### config.mk
export PLATFORM = sky130hd
export DESIGN_NAME = cell_monitor_regs
export DESIGN_NICKNAME = d
export VERILOG_FILES = /design/src/cell_monitor_pkg.sv /design/src/pin_sync.sv /design/src/ahb_reg_front.sv /design/src/cell_monitor_regs.sv
export VERILOG_INCLUDE_DIRS = /design/src
export SDC_FILE = /design/constraint.sdc
export NUM_CORES = 2
export LEC_CHECK = 0
export BUFFER_PORTS_ARGS = -buffer_cell sky130_fd_sc_hd__buf_2
export CORE_MARGIN = 2
export CORE_UTILIZATION = 50
export DETAILED_ROUTE_END_ITERATION = 8
export PLACE_DENSITY = 0.68
export SETUP_SLACK_MARGIN = 0.05
export SLEW_MARGIN = 20
export SYNTH_ARGS = -nofsm -noshare
export SYNTH_HDL_FRONTEND = slang
export SYNTH_SLANG_ARGS = --single-unit
### constraint.sdc
create_clock -name clk_i -period 22.2 [get_ports clk_i]
set_input_delay 4.44 -clock clk_i [delete_from_list [all_inputs] [get_ports clk_i]]
set_output_delay 4.44 -clock clk_i [all_outputs]
set_load 0.1 [all_outputs]
### src/cell_monitor_regs.svh
// Register offsets, field positions and reset values of the cell monitor.
// Assumes a 32-bit bus; each six-byte group spans two aligned words.
`ifndef CELL_MONITOR_REGS_SVH
`define CELL_MONITOR_REGS_SVH

// ----------------------------------------------------------------------
// Address map
// ----------------------------------------------------------------------
`define CM_ADDR_W 7
`define CM_GRP_CFG 4'h0
`define CM_GRP_CELL_C 4'h3
`define CM_GRP_LAST_RES 4'h7
`define CM_GRP_STAT_B 4'h8
`define CM_GRP_COMM 4'h9
`define CM_CFG_W0_OFS 7'h00
`define CM_CFG_W1_OFS 7'h04
`define CM_COMM_W0_OFS 7'h48
`define CM_COMM_W1_OFS 7'h4c
`define CM_IRQ_STAT_OFS 7'h50
`define CM_IRQ_MASK_OFS 7'h54

// ----------------------------------------------------------------------
// Configuration fields and reset values
// ----------------------------------------------------------------------
`define CM_PIN_MSB 7
`define CM_PIN_LSB 3
`define CM_BIAS_BIT 2
`define CM_TMR_PIN_BIT 1
`define CM_ALT_BIT 0
`define CM_UV_MSB 19
`define CM_UV_LSB 8
`define CM_OV_MSB 31
`define CM_OV_LSB 20
`define CM_DSEL_MSB 43
`define CM_DSEL_LSB 32
`define CM_DTO_MSB 47
`define CM_DTO_LSB 44
`define CM_CFG_RESET 48'h0000_0000_00f8
`define CM_COMM_RESET 48'h0000_0000_0000

// ----------------------------------------------------------------------
// Result slots and interrupt bits
// ----------------------------------------------------------------------
`define CM_NUM_CELLS 12
`define CM_NUM_SLOTS 23
`define CM_SLOT_CELL8 5'h07
`define CM_SLOT_DIG 5'h15
`define CM_SLOT_C7_ALT 5'h16
`define CM_IRQ_W 5
`define CM_IRQ_UV 0
`define CM_IRQ_OV 1
`define CM_IRQ_HOT 2
`define CM_IRQ_MUX 3
`define CM_IRQ_OVL 4

`endif

### src/cell_monitor_pkg.sv
// Types shared by the cell monitor register block.
// Assumes the constants header is on the include path.
`include "cell_monitor_regs.svh"

package cell_monitor_pkg;

   // ----------------------------------------------------------------------
   // Bus carriers
   // ----------------------------------------------------------------------
   typedef struct packed {
      logic hsel;
      logic [1:0] htrans;
      logic [31:0] haddr;
      logic hwrite;
      logic [2:0] hsize;
      logic [31:0] hwdata;
      logic hready;
   } ahb_req_s;

   typedef struct packed {
      logic hreadyout;
      logic [31:0] hrdata;
      logic hresp;
   } ahb_rsp_s;

   typedef struct packed {
      logic wr;
      logic [`CM_ADDR_W-1:0] addr;
      logic [31:0] wdata;
   } reg_acc_s;

   // ----------------------------------------------------------------------
   // Measurement side carriers
   // ----------------------------------------------------------------------
   typedef struct packed {
      logic valid;
      logic [4:0] slot;
      logic [15:0] value;
   } result_wr_s;

   typedef struct packed {
      logic valid;
      logic [1:0] rate_field;
   } conv_cmd_s;

   typedef struct packed {
      logic valid;
      logic [1:0] slot;
      logic [7:0] data;
   } comm_rx_s;

   typedef struct packed {
      logic [3:0] lead_in_code;
      logic [7:0] data;
      logic [3:0] trailer_code;
   } xfer_slot_s;

   typedef enum logic [2:0] {
      RATE_27K, RATE_14K, RATE_7K, RATE_3K, RATE_2K, RATE_1K, RATE_422, RATE_26
   } rate_mode_e;

   typedef enum logic [2:0] {
      BUS_IDLE = 3'b001,
      BUS_WRITE = 3'b010,
      BUS_READ = 3'b100
   } bus_state_e;

   // ----------------------------------------------------------------------
   // Module state records
   // ----------------------------------------------------------------------
   typedef struct packed {
      bus_state_e state;
      logic hready;
      logic [31:0] hrdata;
      logic [`CM_ADDR_W-1:0] addr;
   } front_state_s;

   typedef struct packed {
      logic [47:0] cfg;
      logic [47:0] comm;
      logic [`CM_NUM_SLOTS-1:0][15:0] res;
      logic [`CM_NUM_CELLS-1:0] uv;
      logic [`CM_NUM_CELLS-1:0] ov;
      logic ovl_active;
      logic overheat;
      logic mux_fault;
      logic [`CM_IRQ_W-1:0] irq_stat;
      logic [`CM_IRQ_W-1:0] irq_mask;
      logic irq;
      logic [4:0] pulldown_en;
      rate_mode_e rate;
      logic bias_on;
   } monitor_state_s;

endpackage

### src/pin_sync.sv
// Three-stage synchroniser for pin levels with an agreement filter.
// Assumes the inputs are asynchronous to clk_i.
`timescale 1ns/10ps

module pin_sync
   #(parameter int W = 6)
   (
   input wire logic clk_i,
   input wire logic sys_rst_i,
   input wire logic [W-1:0] pin_i,
   output logic [W-1:0] level_o
   );

   typedef struct packed {
      logic [W-1:0] s1;
      logic [W-1:0] s2;
      logic [W-1:0] s3;
      logic [W-1:0] level;
   } sync_state_s;

   sync_state_s q;
   sync_state_s n;

   // Shift chain; level follows only when stages two and three agree
   always_comb begin
      n = q;
      n.s1 = pin_i;
      n.s2 = q.s1;
      n.s3 = q.s2;
      for (int i = 0; i < W; i++) begin
         if (q.s2[i] == q.s3[i]) begin
            n.level[i] = q.s3[i];
         end
      end
   end

   always_ff @(posedge clk_i or posedge sys_rst_i) begin
      if (sys_rst_i) begin
         q <= '0;
      end else begin
         q <= n;
      end
   end

   assign level_o = q.level;

endmodule

### src/ahb_reg_front.sv
// AHB-Lite slave front end: write strobes and one-wait-state reads.
// Assumes single word transfers; response is always OKAY.
`timescale 1ns/10ps
`include "cell_monitor_regs.svh"

module ahb_reg_front
   import cell_monitor_pkg::*;
   (
   input wire logic clk_i,
   input wire logic sys_rst_i,
   input wire ahb_req_s ahb_i,
   output ahb_rsp_s ahb_o,
   output reg_acc_s acc_o,
   input wire logic [31:0] rdata_i
   );

   front_state_s q;
   front_state_s n;
   logic take;

   // Address phase capture and data phase sequencing
   always_comb begin
      n = q;
      take = ahb_i.hsel & ahb_i.htrans[1] & ahb_i.hready;
      unique case (q.state)
         BUS_IDLE: begin
            n.state = BUS_IDLE;
         end
         BUS_WRITE: begin
            n.state = BUS_IDLE;
         end
         BUS_READ: begin
            n.hrdata = rdata_i;
            n.hready = 1'b1;
            n.state = BUS_IDLE;
         end
      endcase
      if (take && q.state != BUS_READ) begin
         n.addr = ahb_i.haddr[`CM_ADDR_W-1:0];
         n.state = ahb_i.hwrite ? BUS_WRITE : BUS_READ;
         n.hready = ahb_i.hwrite;
      end
   end

   always_ff @(posedge clk_i or posedge sys_rst_i) begin
      if (sys_rst_i) begin
         q <= '{state: BUS_IDLE, hready: 1'b1, hrdata: 32'h0000_0000, addr: '0};
      end else begin
         q <= n;
      end
   end

   // Write lands at the edge that ends the zero-wait data phase
   assign acc_o.wr = (q.state == BUS_WRITE);
   assign acc_o.addr = q.addr;
   assign acc_o.wdata = ahb_i.hwdata;
   assign ahb_o.hreadyout = q.hready;
   assign ahb_o.hrdata = q.hrdata;
   assign ahb_o.hresp = 1'b0;

endmodule

### src/cell_monitor_regs.sv
// Register bank of a twelve-cell stack monitor behind an AHB-Lite port.
// Assumes results, commands and flags arrive from logic on clk_i;
// pin levels arrive asynchronously and are synchronised here.
//
// Implementation choices: the placing of the registers and the AHB-Lite slave port.
`timescale 1ns/10ps
`include "cell_monitor_regs.svh"

module cell_monitor_regs
   import cell_monitor_pkg::*;
   #(parameter logic [3:0] DIE_VERSION = 4'h1) // Value is arbitrary
   (
   input wire logic clk_i,
   input wire logic sys_rst_i,
   input wire ahb_req_s ahb_i,
   output ahb_rsp_s ahb_o,
   input wire result_wr_s result_i,
   input wire conv_cmd_s conv_cmd_i,
   input wire logic overlap_done_i,
   input wire logic conv_busy_i,
   input wire logic watchdog_expired_i,
   input wire logic thermal_shutdown_i,
   input wire logic selector_fault_i,
   input wire comm_rx_s comm_rx_i,
   input wire logic [4:0] gp_pin_i,
   input wire logic discharge_timer_pin_i,
   output logic [4:0] pulldown_en_o,
   output logic [`CM_NUM_CELLS-1:0] discharge_select_o,
   output logic [3:0] discharge_timeout_o,
   output logic bias_on_o,
   output rate_mode_e rate_mode_o,
   output xfer_slot_s [2:0] xfer_slots_o,
   output logic irq_o
   );

   // ----------------------------------------------------------------------
   // Declarations
   // ----------------------------------------------------------------------
   monitor_state_s q;
   monitor_state_s n;
   reg_acc_s acc;
   logic [31:0] rdata;
   logic [5:0] pin_level;
   logic [2*`CM_NUM_CELLS-1:0] flag_bits;

   // Rate field decode under the option bit
   function automatic rate_mode_e rate_decode(input logic alt, input logic [1:0] field);
      rate_mode_e m;
      m = RATE_7K;
      unique case ({alt, field})
         3'b000: m = RATE_422;
         3'b001: m = RATE_27K;
         3'b010: m = RATE_7K;
         3'b011: m = RATE_26;
         3'b100: m = RATE_1K;
         3'b101: m = RATE_14K;
         3'b110: m = RATE_3K;
         3'b111: m = RATE_2K;
      endcase
      return m;
   endfunction

   // Word half of a six-byte group; upper half-word of the second reads zero
   function automatic logic [31:0] group_word(input logic [47:0] g, input logic hi);
      return hi ? {16'h0000, g[47:32]} : g[31:0];
   endfunction

   // ----------------------------------------------------------------------
   // Bus front end and pin synchronisers
   // ----------------------------------------------------------------------
   ahb_reg_front u_front (
      .clk_i(clk_i),
      .sys_rst_i(sys_rst_i),
      .ahb_i(ahb_i),
      .ahb_o(ahb_o),
      .acc_o(acc),
      .rdata_i(rdata)
   );

   pin_sync #(.W(6)) u_pins (
      .clk_i(clk_i),
      .sys_rst_i(sys_rst_i),
      .pin_i({gp_pin_i, discharge_timer_pin_i}),
      .level_o(pin_level)
   );

   // ----------------------------------------------------------------------
   // Threshold flag interleave and transfer slot unpacking
   // ----------------------------------------------------------------------
   generate
      for (genvar i = 0; i < `CM_NUM_CELLS; i++) begin : g_flags
         assign flag_bits[2*i] = q.uv[i];
         assign flag_bits[2*i+1] = q.ov[i];
      end
      for (genvar s = 0; s < 3; s++) begin : g_slots
         assign xfer_slots_o[s].lead_in_code = q.comm[16*s+4 +: 4];
         assign xfer_slots_o[s].data = {q.comm[16*s +: 4], q.comm[16*s+12 +: 4]};
         assign xfer_slots_o[s].trailer_code = q.comm[16*s+8 +: 4];
      end
   endgenerate

   // ----------------------------------------------------------------------
   // Read multiplexer
   // ----------------------------------------------------------------------
   // Whole group assembled, then the addressed word picked out
   always_comb begin
      logic [3:0] grp;
      logic [4:0] s0;
      logic [47:0] g;
      grp = acc.addr[6:3];
      s0 = 5'h00;
      g = 48'h0000_0000_0000;
      rdata = 32'h0000_0000;
      if (grp == `CM_GRP_CFG) begin
         g = q.cfg;
         g[`CM_PIN_MSB:`CM_PIN_LSB] = pin_level[5:1];
         g[`CM_TMR_PIN_BIT] = pin_level[0];
         rdata = group_word(g, acc.addr[2]);
      end else if (grp <= `CM_GRP_LAST_RES) begin
         s0 = (5'(grp) - 5'h01) * 5'h03; // Widened before the product
         g = {q.res[s0+5'h02], q.res[s0+5'h01], q.res[s0]};
         if (grp == `CM_GRP_CELL_C && q.ovl_active) begin
            g[31:16] = q.res[`CM_SLOT_C7_ALT];
         end
         rdata = group_word(g, acc.addr[2]);
      end else if (grp == `CM_GRP_STAT_B) begin
         g = {DIE_VERSION, 2'b00, q.mux_fault, q.overheat, flag_bits, q.res[`CM_SLOT_DIG]};
         rdata = group_word(g, acc.addr[2]);
      end else if (grp == `CM_GRP_COMM) begin
         rdata = group_word(q.comm, acc.addr[2]);
      end else if (acc.addr == `CM_IRQ_STAT_OFS) begin
         rdata = {27'h000_0000, q.irq_stat};
      end else if (acc.addr == `CM_IRQ_MASK_OFS) begin
         rdata = {27'h000_0000, q.irq_mask};
      end
   end

   // ----------------------------------------------------------------------
   // Next state
   // ----------------------------------------------------------------------
   always_comb begin
      logic [`CM_IRQ_W-1:0] ev;
      logic [`CM_IRQ_W-1:0] clr;
      logic [15:0] uv_lim;
      logic [15:0] ov_lim;
      logic uv_now;
      logic ov_now;
      ev = '0;
      clr = '0;
      uv_now = 1'b0;
      ov_now = 1'b0;
      uv_lim = {q.cfg[`CM_UV_MSB:`CM_UV_LSB], 4'h0};
      ov_lim = {q.cfg[`CM_OV_MSB:`CM_OV_LSB], 4'h0};
      n = q;

      // Software writes; read-only groups and unmapped words ignore them
      if (acc.wr) begin
         unique case (acc.addr)
            `CM_CFG_W0_OFS: begin
               n.cfg[31:0] = {acc.wdata[31:2], 1'b0, acc.wdata[0]};
            end
            `CM_CFG_W1_OFS: begin
               n.cfg[47:32] = acc.wdata[15:0];
            end
            `CM_COMM_W0_OFS: begin
               n.comm[31:0] = acc.wdata;
            end
            `CM_COMM_W1_OFS: begin
               n.comm[47:32] = acc.wdata[15:0];
            end
            `CM_IRQ_STAT_OFS: begin
               clr = acc.wdata[`CM_IRQ_W-1:0];
            end
            `CM_IRQ_MASK_OFS: begin
               n.irq_mask = acc.wdata[`CM_IRQ_W-1:0];
            end
            default: begin
               n.irq_mask = q.irq_mask;
            end
         endcase
      end

      // Watchdog expiry drops the keep-bias request
      if (watchdog_expired_i) begin
         n.cfg[`CM_BIAS_BIT] = 1'b0;
      end

      // Serial master writes back received bytes over the data field
      if (comm_rx_i.valid && comm_rx_i.slot != 2'b11) begin
         n.comm[16*comm_rx_i.slot +: 4] = comm_rx_i.data[7:4];
         n.comm[16*comm_rx_i.slot+12 +: 4] = comm_rx_i.data[3:0];
      end

      // Result capture and per-cell threshold compare
      if (result_i.valid && result_i.slot < 5'(`CM_NUM_SLOTS)) begin
         n.res[result_i.slot] = result_i.value;
         if (result_i.slot < 5'(`CM_NUM_CELLS)) begin
            uv_now = result_i.value < uv_lim;
            ov_now = result_i.value > ov_lim;
            n.uv[result_i.slot[3:0]] = uv_now;
            n.ov[result_i.slot[3:0]] = ov_now;
            ev[`CM_IRQ_UV] = uv_now & ~q.uv[result_i.slot[3:0]];
            ev[`CM_IRQ_OV] = ov_now & ~q.ov[result_i.slot[3:0]];
         end
         if (result_i.slot == `CM_SLOT_CELL8) begin
            n.ovl_active = 1'b0;
         end
      end

      // Overlap check completion swaps in the alternate cell 7 result
      if (overlap_done_i) begin
         n.ovl_active = 1'b1;
         ev[`CM_IRQ_OVL] = 1'b1;
      end

      // Fault levels and their rising edges
      n.overheat = thermal_shutdown_i;
      n.mux_fault = selector_fault_i;
      ev[`CM_IRQ_HOT] = thermal_shutdown_i & ~q.overheat;
      ev[`CM_IRQ_MUX] = selector_fault_i & ~q.mux_fault;

      // Conversion rate follows the option bit at command time
      if (conv_cmd_i.valid) begin
         n.rate = rate_decode(q.cfg[`CM_ALT_BIT], conv_cmd_i.rate_field);
      end

      // Reference power: kept on request, else only while converting
      n.bias_on = conv_busy_i | n.cfg[`CM_BIAS_BIT];

      // Sticky status, set beats clear
      n.irq_stat = (q.irq_stat & ~clr) | ev;
      n.irq = |(n.irq_stat & n.irq_mask);

      // Pull-down drive is the inverse of the written control bit
      n.pulldown_en = ~n.cfg[`CM_PIN_MSB:`CM_PIN_LSB];
   end

   // ----------------------------------------------------------------------
   // State register
   // ----------------------------------------------------------------------
   always_ff @(posedge clk_i or posedge sys_rst_i) begin
      if (sys_rst_i) begin
         q <= '{cfg: `CM_CFG_RESET, comm: `CM_COMM_RESET, res: '0, uv: '0, ov: '0,
                ovl_active: 1'b0, overheat: 1'b0, mux_fault: 1'b0, irq_stat: '0,
                irq_mask: '0, irq: 1'b0, pulldown_en: 5'h00, rate: RATE_7K,
                bias_on: 1'b0};
      end else begin
         q <= n;
      end
   end

   // ----------------------------------------------------------------------
   // Outputs
   // ----------------------------------------------------------------------
   assign pulldown_en_o = q.pulldown_en;
   assign discharge_select_o = q.cfg[`CM_DSEL_MSB:`CM_DSEL_LSB];
   assign discharge_timeout_o = q.cfg[`CM_DTO_MSB:`CM_DTO_LSB];
   assign bias_on_o = q.bias_on;
   assign rate_mode_o = q.rate;
   assign irq_o = q.irq;

endmodule

# Word-level counts from Yosys, hierarchy flattened
# Memory sizes are Yosys's and may differ from the RTL's. A register that Yosys moved wholly into a read port is not among the register bits.
# Cells that the tools add are included.
# Widths: inputs -> output; s select.
classes:
  order_cmp: 12
  n_addsub: 6
  shifts: 4
  eq_ne: 20
  reduce_logical: 17
  mul: 1
  n_bitwise: 16
  muxes: 50
ops:
  columns: ["operator", "n"]
  rows:
  - ["$bwmux 368", 1]
  - ["$mux 32", 9]
  - ["$bmux 16 s5", 3]
  - ["$bwmux 48", 2]
  - ["$mux 16", 6]
  - ["$shift 4x34->48 const A", 2]
  - ["$shiftx 4x34->48", 2]
  - ["$demux 16 s5", 1]
  - ["$mux 56", 1]
  - ["$mux 48", 1]
  - ["$neg 6->34", 1]
  - ["$neg 7->34", 1]
  - ["$mux 33", 1]
  - ["$mux 5", 6]
  - ["$eq 7x7->1 const B", 4]
  - ["$bwmux 12", 2]
  - ["$lt 5x6->1 const B", 4]
  - ["$gt 16x16->1", 1]
  - ["$lt 16x16->1", 1]
  - ["$and 5x5->5", 2]
  - ["$not 5->5", 2]
  - ["$bmux 1 s4", 2]
  - ["$eq 4x4->1 const B", 2]
  - ["$mux 1", 8]
  - ["other kinds (36)", 61]
totals:
  elab_cells: 177
  mem_bits_ro: 24
  mem_count: 1
  register_bits: 574
mem_list:
  columns: ["memory", "depth", "word_bits", "rd", "rd_clocked_by_memory_dff", "write_ports", "line_no", "text"]
  rows:
  - ["(no name shown)", 8, 3, 1, 1, 0, "cell_monitor_regs.sv:50", "unique case ({alt, field})"]

# Longest topological paths before layout
depth:
  word_depth: 11
  mapped_depth: 22

# Modules after synthesis
# Synthesis repeated with hierarchy kept, for this count alone.
unflattened:
  hier_cells: 2906
  area_unflattened_um2: 35049.9
modules_own_cells:
  columns: ["module", "instances", "area_per_inst_um2", "cells_per_inst", "seq_area_each_um2"]
  rows:
  - ["cell_monitor_regs", 1, 32169.6, 2700, 12769.7]
  - ["ahb_reg_front", 1, 2163.3, 169, 1078.5]
  - ["pin_sync", 1, 716.9, 37, 600.6]

# Worst setup path after synthesis
# OpenSTA, ideal clock, no wires.
synth_path:
  path_kind: "input to register"
  start: "in result_i[16] (netlist bit)"
  end: "reg q[255] (netlist bit)"
  setup_slack_ns: 15.896
  required_ns: 22.075
  stages: 6
  arrival_time_ns: 6.179
  setup_ns: 0.125
  path_cell_list: "clkbuf_1 clkbuf_1 nand2b_1 nor2_1 clkbuf_1 mux2_2"
synth_via:
  elab_chain_len: 5
synth_rtl:
  columns: ["item", "line_no", "text"]
  rows:
  - ["from (decl)", "cell_monitor_regs.sv:17", "input wire result_wr_s result_i,"]
  - ["$lt 5x6->1 (implied by the code) or $ge 5x1->1 (tied branches)", "cell_monitor_regs.sv:196", "n.res[result_i.slot] = result_i.value;"]
  - ["$logic_and 1x1->1 (implied by the code)", "cell_monitor_regs.sv:196", null]
  - ["$mux 16 (implied by the code)", "cell_monitor_regs.sv:196", null]
  - ["$demux 16 s5", "cell_monitor_regs.sv:196", null]
  - ["$bwmux 368", "cell_monitor_regs.sv:196", null]
  - ["to (signal assigned)", "cell_monitor_regs.sv:243", "q <= '{cfg: `CM_CFG_RESET, comm: `CM_COMM_RESET, res: '0, uv: '0, ov: '0,"]
  - ["to (signal assigned)", "cell_monitor_regs.sv:248", "q <= n;"]
  - ["to (decl)", "cell_monitor_regs.sv:39", "monitor_state_s q;"]
# Parallel ways exist; a longest one is shown, timed or not.
# A chain may end at the register's enable or synchronous reset.

# Worst setup path after layout
layout_path:
  start: "reg u_front.q (netlist bit u_front.acc_o[35])"
  end: "reg u_front.q (netlist bit u_front.ahb_o[14])"
layout_via:
  elab_chain_len: 8
layout_rtl:
  columns: ["item", "line_no", "text"]
  rows:
  - ["from (decl)", "ahb_reg_front.sv:17", "front_state_s q;"]
  - ["from (signal assigned)", "ahb_reg_front.sv:47", "q <= '{state: BUS_IDLE, hready: 1'b1, hrdata: 32'h0000_0000, addr: '0};"]
  - ["from (signal assigned)", "ahb_reg_front.sv:49", "q <= n;"]
  - ["$sub 4x1->5", "cell_monitor_regs.sv:120", "s0 = (5'(grp) - 5'h01) * 5'h03;"]
  - ["$mul 5x2->5", "cell_monitor_regs.sv:120", null]
  - ["$add 5x2->5", "cell_monitor_regs.sv:121", "g = {q.res[s0+5'h02], q.res[s0+5'h01], q.res[s0]};"]
  - ["$bmux 16 s5", "cell_monitor_regs.sv:121", null]
  - ["$mux 16 (implied by the code)", "cell_monitor_regs.sv:121", null]
  - ["$mux 32", "cell_monitor_regs.sv:65", "return hi ? {16'h0000, g[47:32]} : g[31:0];"]
  - ["$mux 32", "cell_monitor_regs.sv:119", "end else if (grp <= `CM_GRP_LAST_RES) begin"]
  - ["$mux 32 *", "cell_monitor_regs.sv:114", "if (grp == `CM_GRP_CFG) begin"]
# Every way passes the cells marked *; elsewhere a longest branch is shown, timed or not. The select of a mux whose other input is x is not followed.

==> flow_summary.yaml <==
clocking:
  root_buffer: "clkbuf_16"
  cts_tree: "built"
  cts_buffer_depth: 3
  htree_levels: 2
  postCtsHoldBufs: 0
  clkSlewWorstSetupHoldPaths_ps: 60
  post_cts_buffers: 0
  cts-resized-gates: 0
  insertion_delay_ps: 650
  cts_buffers: 59
  clock_sinks: 577
power_and_ir_drop:
  combPwrFrac: 0.446
  clock_power_share: 0.245
  leakage_uw: 0.0163
  total_power_uw: 4540
  cellPowerDensity_nw_per_um2: 121
  p_sw_frac: 0.408
  p_switching_uw: 1850
  p_int_uw: 2690
  p_seq_frac: 0.309
  vdd_ir_drop_max_uv: 122
finish:
  final_net_count: 2947
  layout_commonest_cell: "dfrtp_1"
  synthToLayoutAreaGrowth_pct: 8.63
  mostFrequentLayoutCells: "567 x dfrtp_1, 424 x mux2_2, 256 x mux4_2, 245 x nand2_1, 198 x buf_2"
  postLayoutCoreUtil: 0.547
  fillCellCount: 5635
  drive_gt1_frac: 0.383
  final_cell_area_um2: 37500
setup_path:
  cp.required_ps: 22710
  slowest_delay_ps: 1050
  crit_path_start_kind: "flop"
  endpoint_kind: "flop"
  cp_cell_sequence: "inv_1 -> ha_4 -> inv_1 -> buf_4 -> fa_2 -> buf_4 -> and3_1 -> xnor3_1 -> o21ai_0 -> a221oi_1 -> o31ai_1"
  arrival_ps: 7160
  path_class: "flop to flop"
  path_max_fanout: 63
  cpMaxStageDelayCell: "dfrtp_4"
die:
  die_area_um2: 71100
  die_w_um: 267
  core_area_um2: 68500
  rows: 96
  start_util: 0.504
  die_y_um: 267
  ios: 229
sta:
  hold-worst-slack_ps: 347
  hold_viol: 0
  drv_slew: 0
  fmax_mhz: 150
  skew_ps: 24.6
  slew_headroom: 0.230
  rsz0062_at_grt: "false"
  setup_viol: 0
  tns_ps: 0
  finalCritPeriodShare: 0.299
  layout_min_cycle_time_ps: 6650
  worstMarginPinSlew_ps: 1140
routing:
  vias: 25247
  drt_first_iter_violations: 2916
  wl_per_cell_um: 28.5
  firstDrtPassIters: 6
  routed_wl_um: 106000
  route.detailed.drc: 0
  antenna_left: 0
  via_per_inst: 6.79
synth:
  synth_area_per_cell_um2: 12.2
  synthCells: 2827
  synth_top_family_by_area: "multiplexers"
  synth_edf_count: 0
  synth_flop_cell: "dfrtp_1"
  synthAdderAreaFrac: 0.0165
  synthSimpleGateAreaFrac: 0.0611
  synth_compound_area_frac: 0.0904
  ys_warn_count: 0
  syn-num-nets: 2988
  muxShareOfSynthArea: 0.348
  ys_ff_latch: 577
  syn_area_um2: 34500
  synth-xor-area-share: 0.00384
  async_reset_ff_frac: 1.00
  yosysSeqAreaShare: 0.419
  ys_types: 75
global_routing:
  globalRoute.busiestLayer: "met2"
  grt_util_met3: 0.0616
  antenna_found_initial: 1
  grtUsageTotal: 0.297
  grt_pass1_wl_um: 159000
  grt_max_degree: 163
  grtUsageMet1: 0.406
  grt_pass1_vias: 25037
  met2_usage: 0.463
  gr-total-overflow: 0
status:
  status: "complete, no violations"
run:
  maxCapViolations: 0
min_path:
  hold_path_class: "flop to flop"
placement:
  port_buffers: 198
  dpl_cell_area_um2: 35300
  dp_hpwl_um: 70100
  place.gp.congestion: 0.954
## cell type report
| class | instances | area (um^2) | area share |
|---|---|---|---|
| antenna | 1 | 2.50 | 0.0000668 |
| tap | 882 | 1100 | 0.0294 |
| timing repair buffer | 248 | 1410 | 0.0376 |
| clock inverter | 28 | 447 | 0.0119 |
| multi-input combinational | 1844 | 18100 | 0.483 |
| sequential | 577 | 14500 | 0.386 |
| inverter | 56 | 218 | 0.00581 |
| clock buffer | 82 | 1730 | 0.0462 |
## registers in the layout, summed over array words and instances, names as in the netlist
| name | cells |
|---|---|
| rate_mode_o | 3 |
| discharge_timeout_o | 4 |
| u_pins.q | 6 |
| u_front.ahb_o | 33 |
| u_pins.n | 12 |
| q | 412 |
| u_front.acc_o | 7 |
| u_front.q | 3 |
| flag_bits | 24 |
| irq_o | 1 |
| discharge_select_o | 12 |
| u_pins.level_o | 6 |
| bias_on_o | 1 |
| pulldown_en_o | 5 |
| xfer_slots_o | 48 |
## stage by stage
| stage | cells | setup slack (ps) |
|---|---|---|
| 5_1_grt | 3717 | 15220 |
| 3_5_place_dp | 3607 | 15050 |
| 2_1_floorplan | 2827 | 1630 |
| 6_report | 3718 | 15550 |
| 3_3_place_gp | 3605 | 14790 |
| 4_1_cts | 3717 | 15600 |
## cell usage after synthesis, types with 5 or more instances
| master | count | share of area |
|---|---|---|
| a2111oi_0 | 7 | 0.0018 |
| a211oi_1 | 35 | 0.0076 |
| a21o_1 | 13 | 0.0028 |
| a21oi_1 | 71 | 0.010 |
| a221oi_1 | 7 | 0.0018 |
| a22oi_1 | 48 | 0.010 |
| a31oi_1 | 22 | 0.0040 |
| and2_1 | 15 | 0.0027 |
| and3_1 | 15 | 0.0027 |
| buf_1 | 18 | 0.0020 |
| buf_2 | 55 | 0.0080 |
| buf_4 | 127 | 0.028 |
| clkbuf_1 | 146 | 0.016 |
| dfrtp_1 | 569 | 0.41 |
| dfstp_2 | 8 | 0.0061 |
| ha_1 | 39 | 0.014 |
| inv_1 | 56 | 0.0061 |
| maj3_1 | 6 | 0.0017 |
| mux2_2 | 424 | 0.14 |
| mux2i_1 | 146 | 0.042 |
| mux4_2 | 256 | 0.17 |
| nand2_1 | 255 | 0.028 |
| nand2b_1 | 12 | 0.0022 |
| nand3_1 | 16 | 0.0023 |
| nand4_1 | 8 | 0.0015 |
| nor2_1 | 79 | 0.0086 |
| nor2b_1 | 14 | 0.0025 |
| nor3_1 | 32 | 0.0046 |
| o2111a_1 | 6 | 0.0020 |
| o211ai_1 | 37 | 0.0081 |
| o21a_1 | 7 | 0.0015 |
| o21ai_0 | 139 | 0.020 |
| o221ai_1 | 7 | 0.0018 |
| o22ai_1 | 49 | 0.0089 |
| o31ai_1 | 9 | 0.0020 |
| o41ai_1 | 6 | 0.0015 |
| or2_2 | 5 | 0.00091 |
| xnor2_1 | 5 | 0.0013 |
| xor2_1 | 5 | 0.0013 |
## logic make-up after synthesis
group                      Yosys count
AOI/OAI and AO/OA                  485
buffers and inverters              406
DFF                                577
and+or+nand+nor                    473
other                                1
muxes                              827
xor gates and xnor gates            12
adders and majority gates           46
## critical path, delay by kind of cell, from the launching register on
| family | cells | cell delay [ps] |
|---|---|---|
| AOI/OAI and AO/OA | 3 | 730 |
| and+or+nand+nor | 1 | 430 |
| adders and majority gates | 2 | 1550 |
| DFF | 1 | 1050 |
| xor gates and xnor gates | 1 | 810 |
| buffers and inverters | 4 | 1890 |
## power groups by stage
| stage | clock network [uW] | registers, uW | logic, uW |
|---|---|---|---|
| 2_1_floorplan | 0 | 1340 | 1500 |
| 3_3_place_gp | 0 | 1390 | 1950 |
| 3_5_place_dp | 0 | 1410 | 1990 |
| 4_1_cts | 1120 | 1390 | 1990 |
| 5_1_grt | 1170 | 1420 | 2110 |
| 6_report | 1110 | 1400 | 2030 |
## final timing paths
kind	startpoint	endpoint	slack (ps)	depth (start not counted)
worst max-delay path	u_front.acc_o[35]$_DFFE_PP0P_	u_front.ahb_o[14]$_DFFE_PP0P_	15550	11
worst min-delay path	u_pins.n[16]$_DFF_PP0_	u_pins.n[10]$_DFF_PP0_	350	0
worst max register to register	u_front.acc_o[35]$_DFFE_PP0P_	u_front.ahb_o[14]$_DFFE_PP0P_	15550	11
worst min register to register	u_pins.n[16]$_DFF_PP0_	u_pins.n[10]$_DFF_PP0_	350	0
max in group asynchronous	sys_rst_i	q[248]$_DFFE_PP0P_	15910	4
min in group asynchronous	sys_rst_i	rate_mode_o[0]$_DFFE_PP0P_	3990	2
## layer usage
metal | vias to the layer above | part of all wire
li1 | 10452 | -
met1 | 13118 | 0.40
met2 | 1419 | 0.46
met3 | 258 | 0.094
met4 | 0 | 0.043
met5 | - | 0
(Power assumes the default switching activity.)
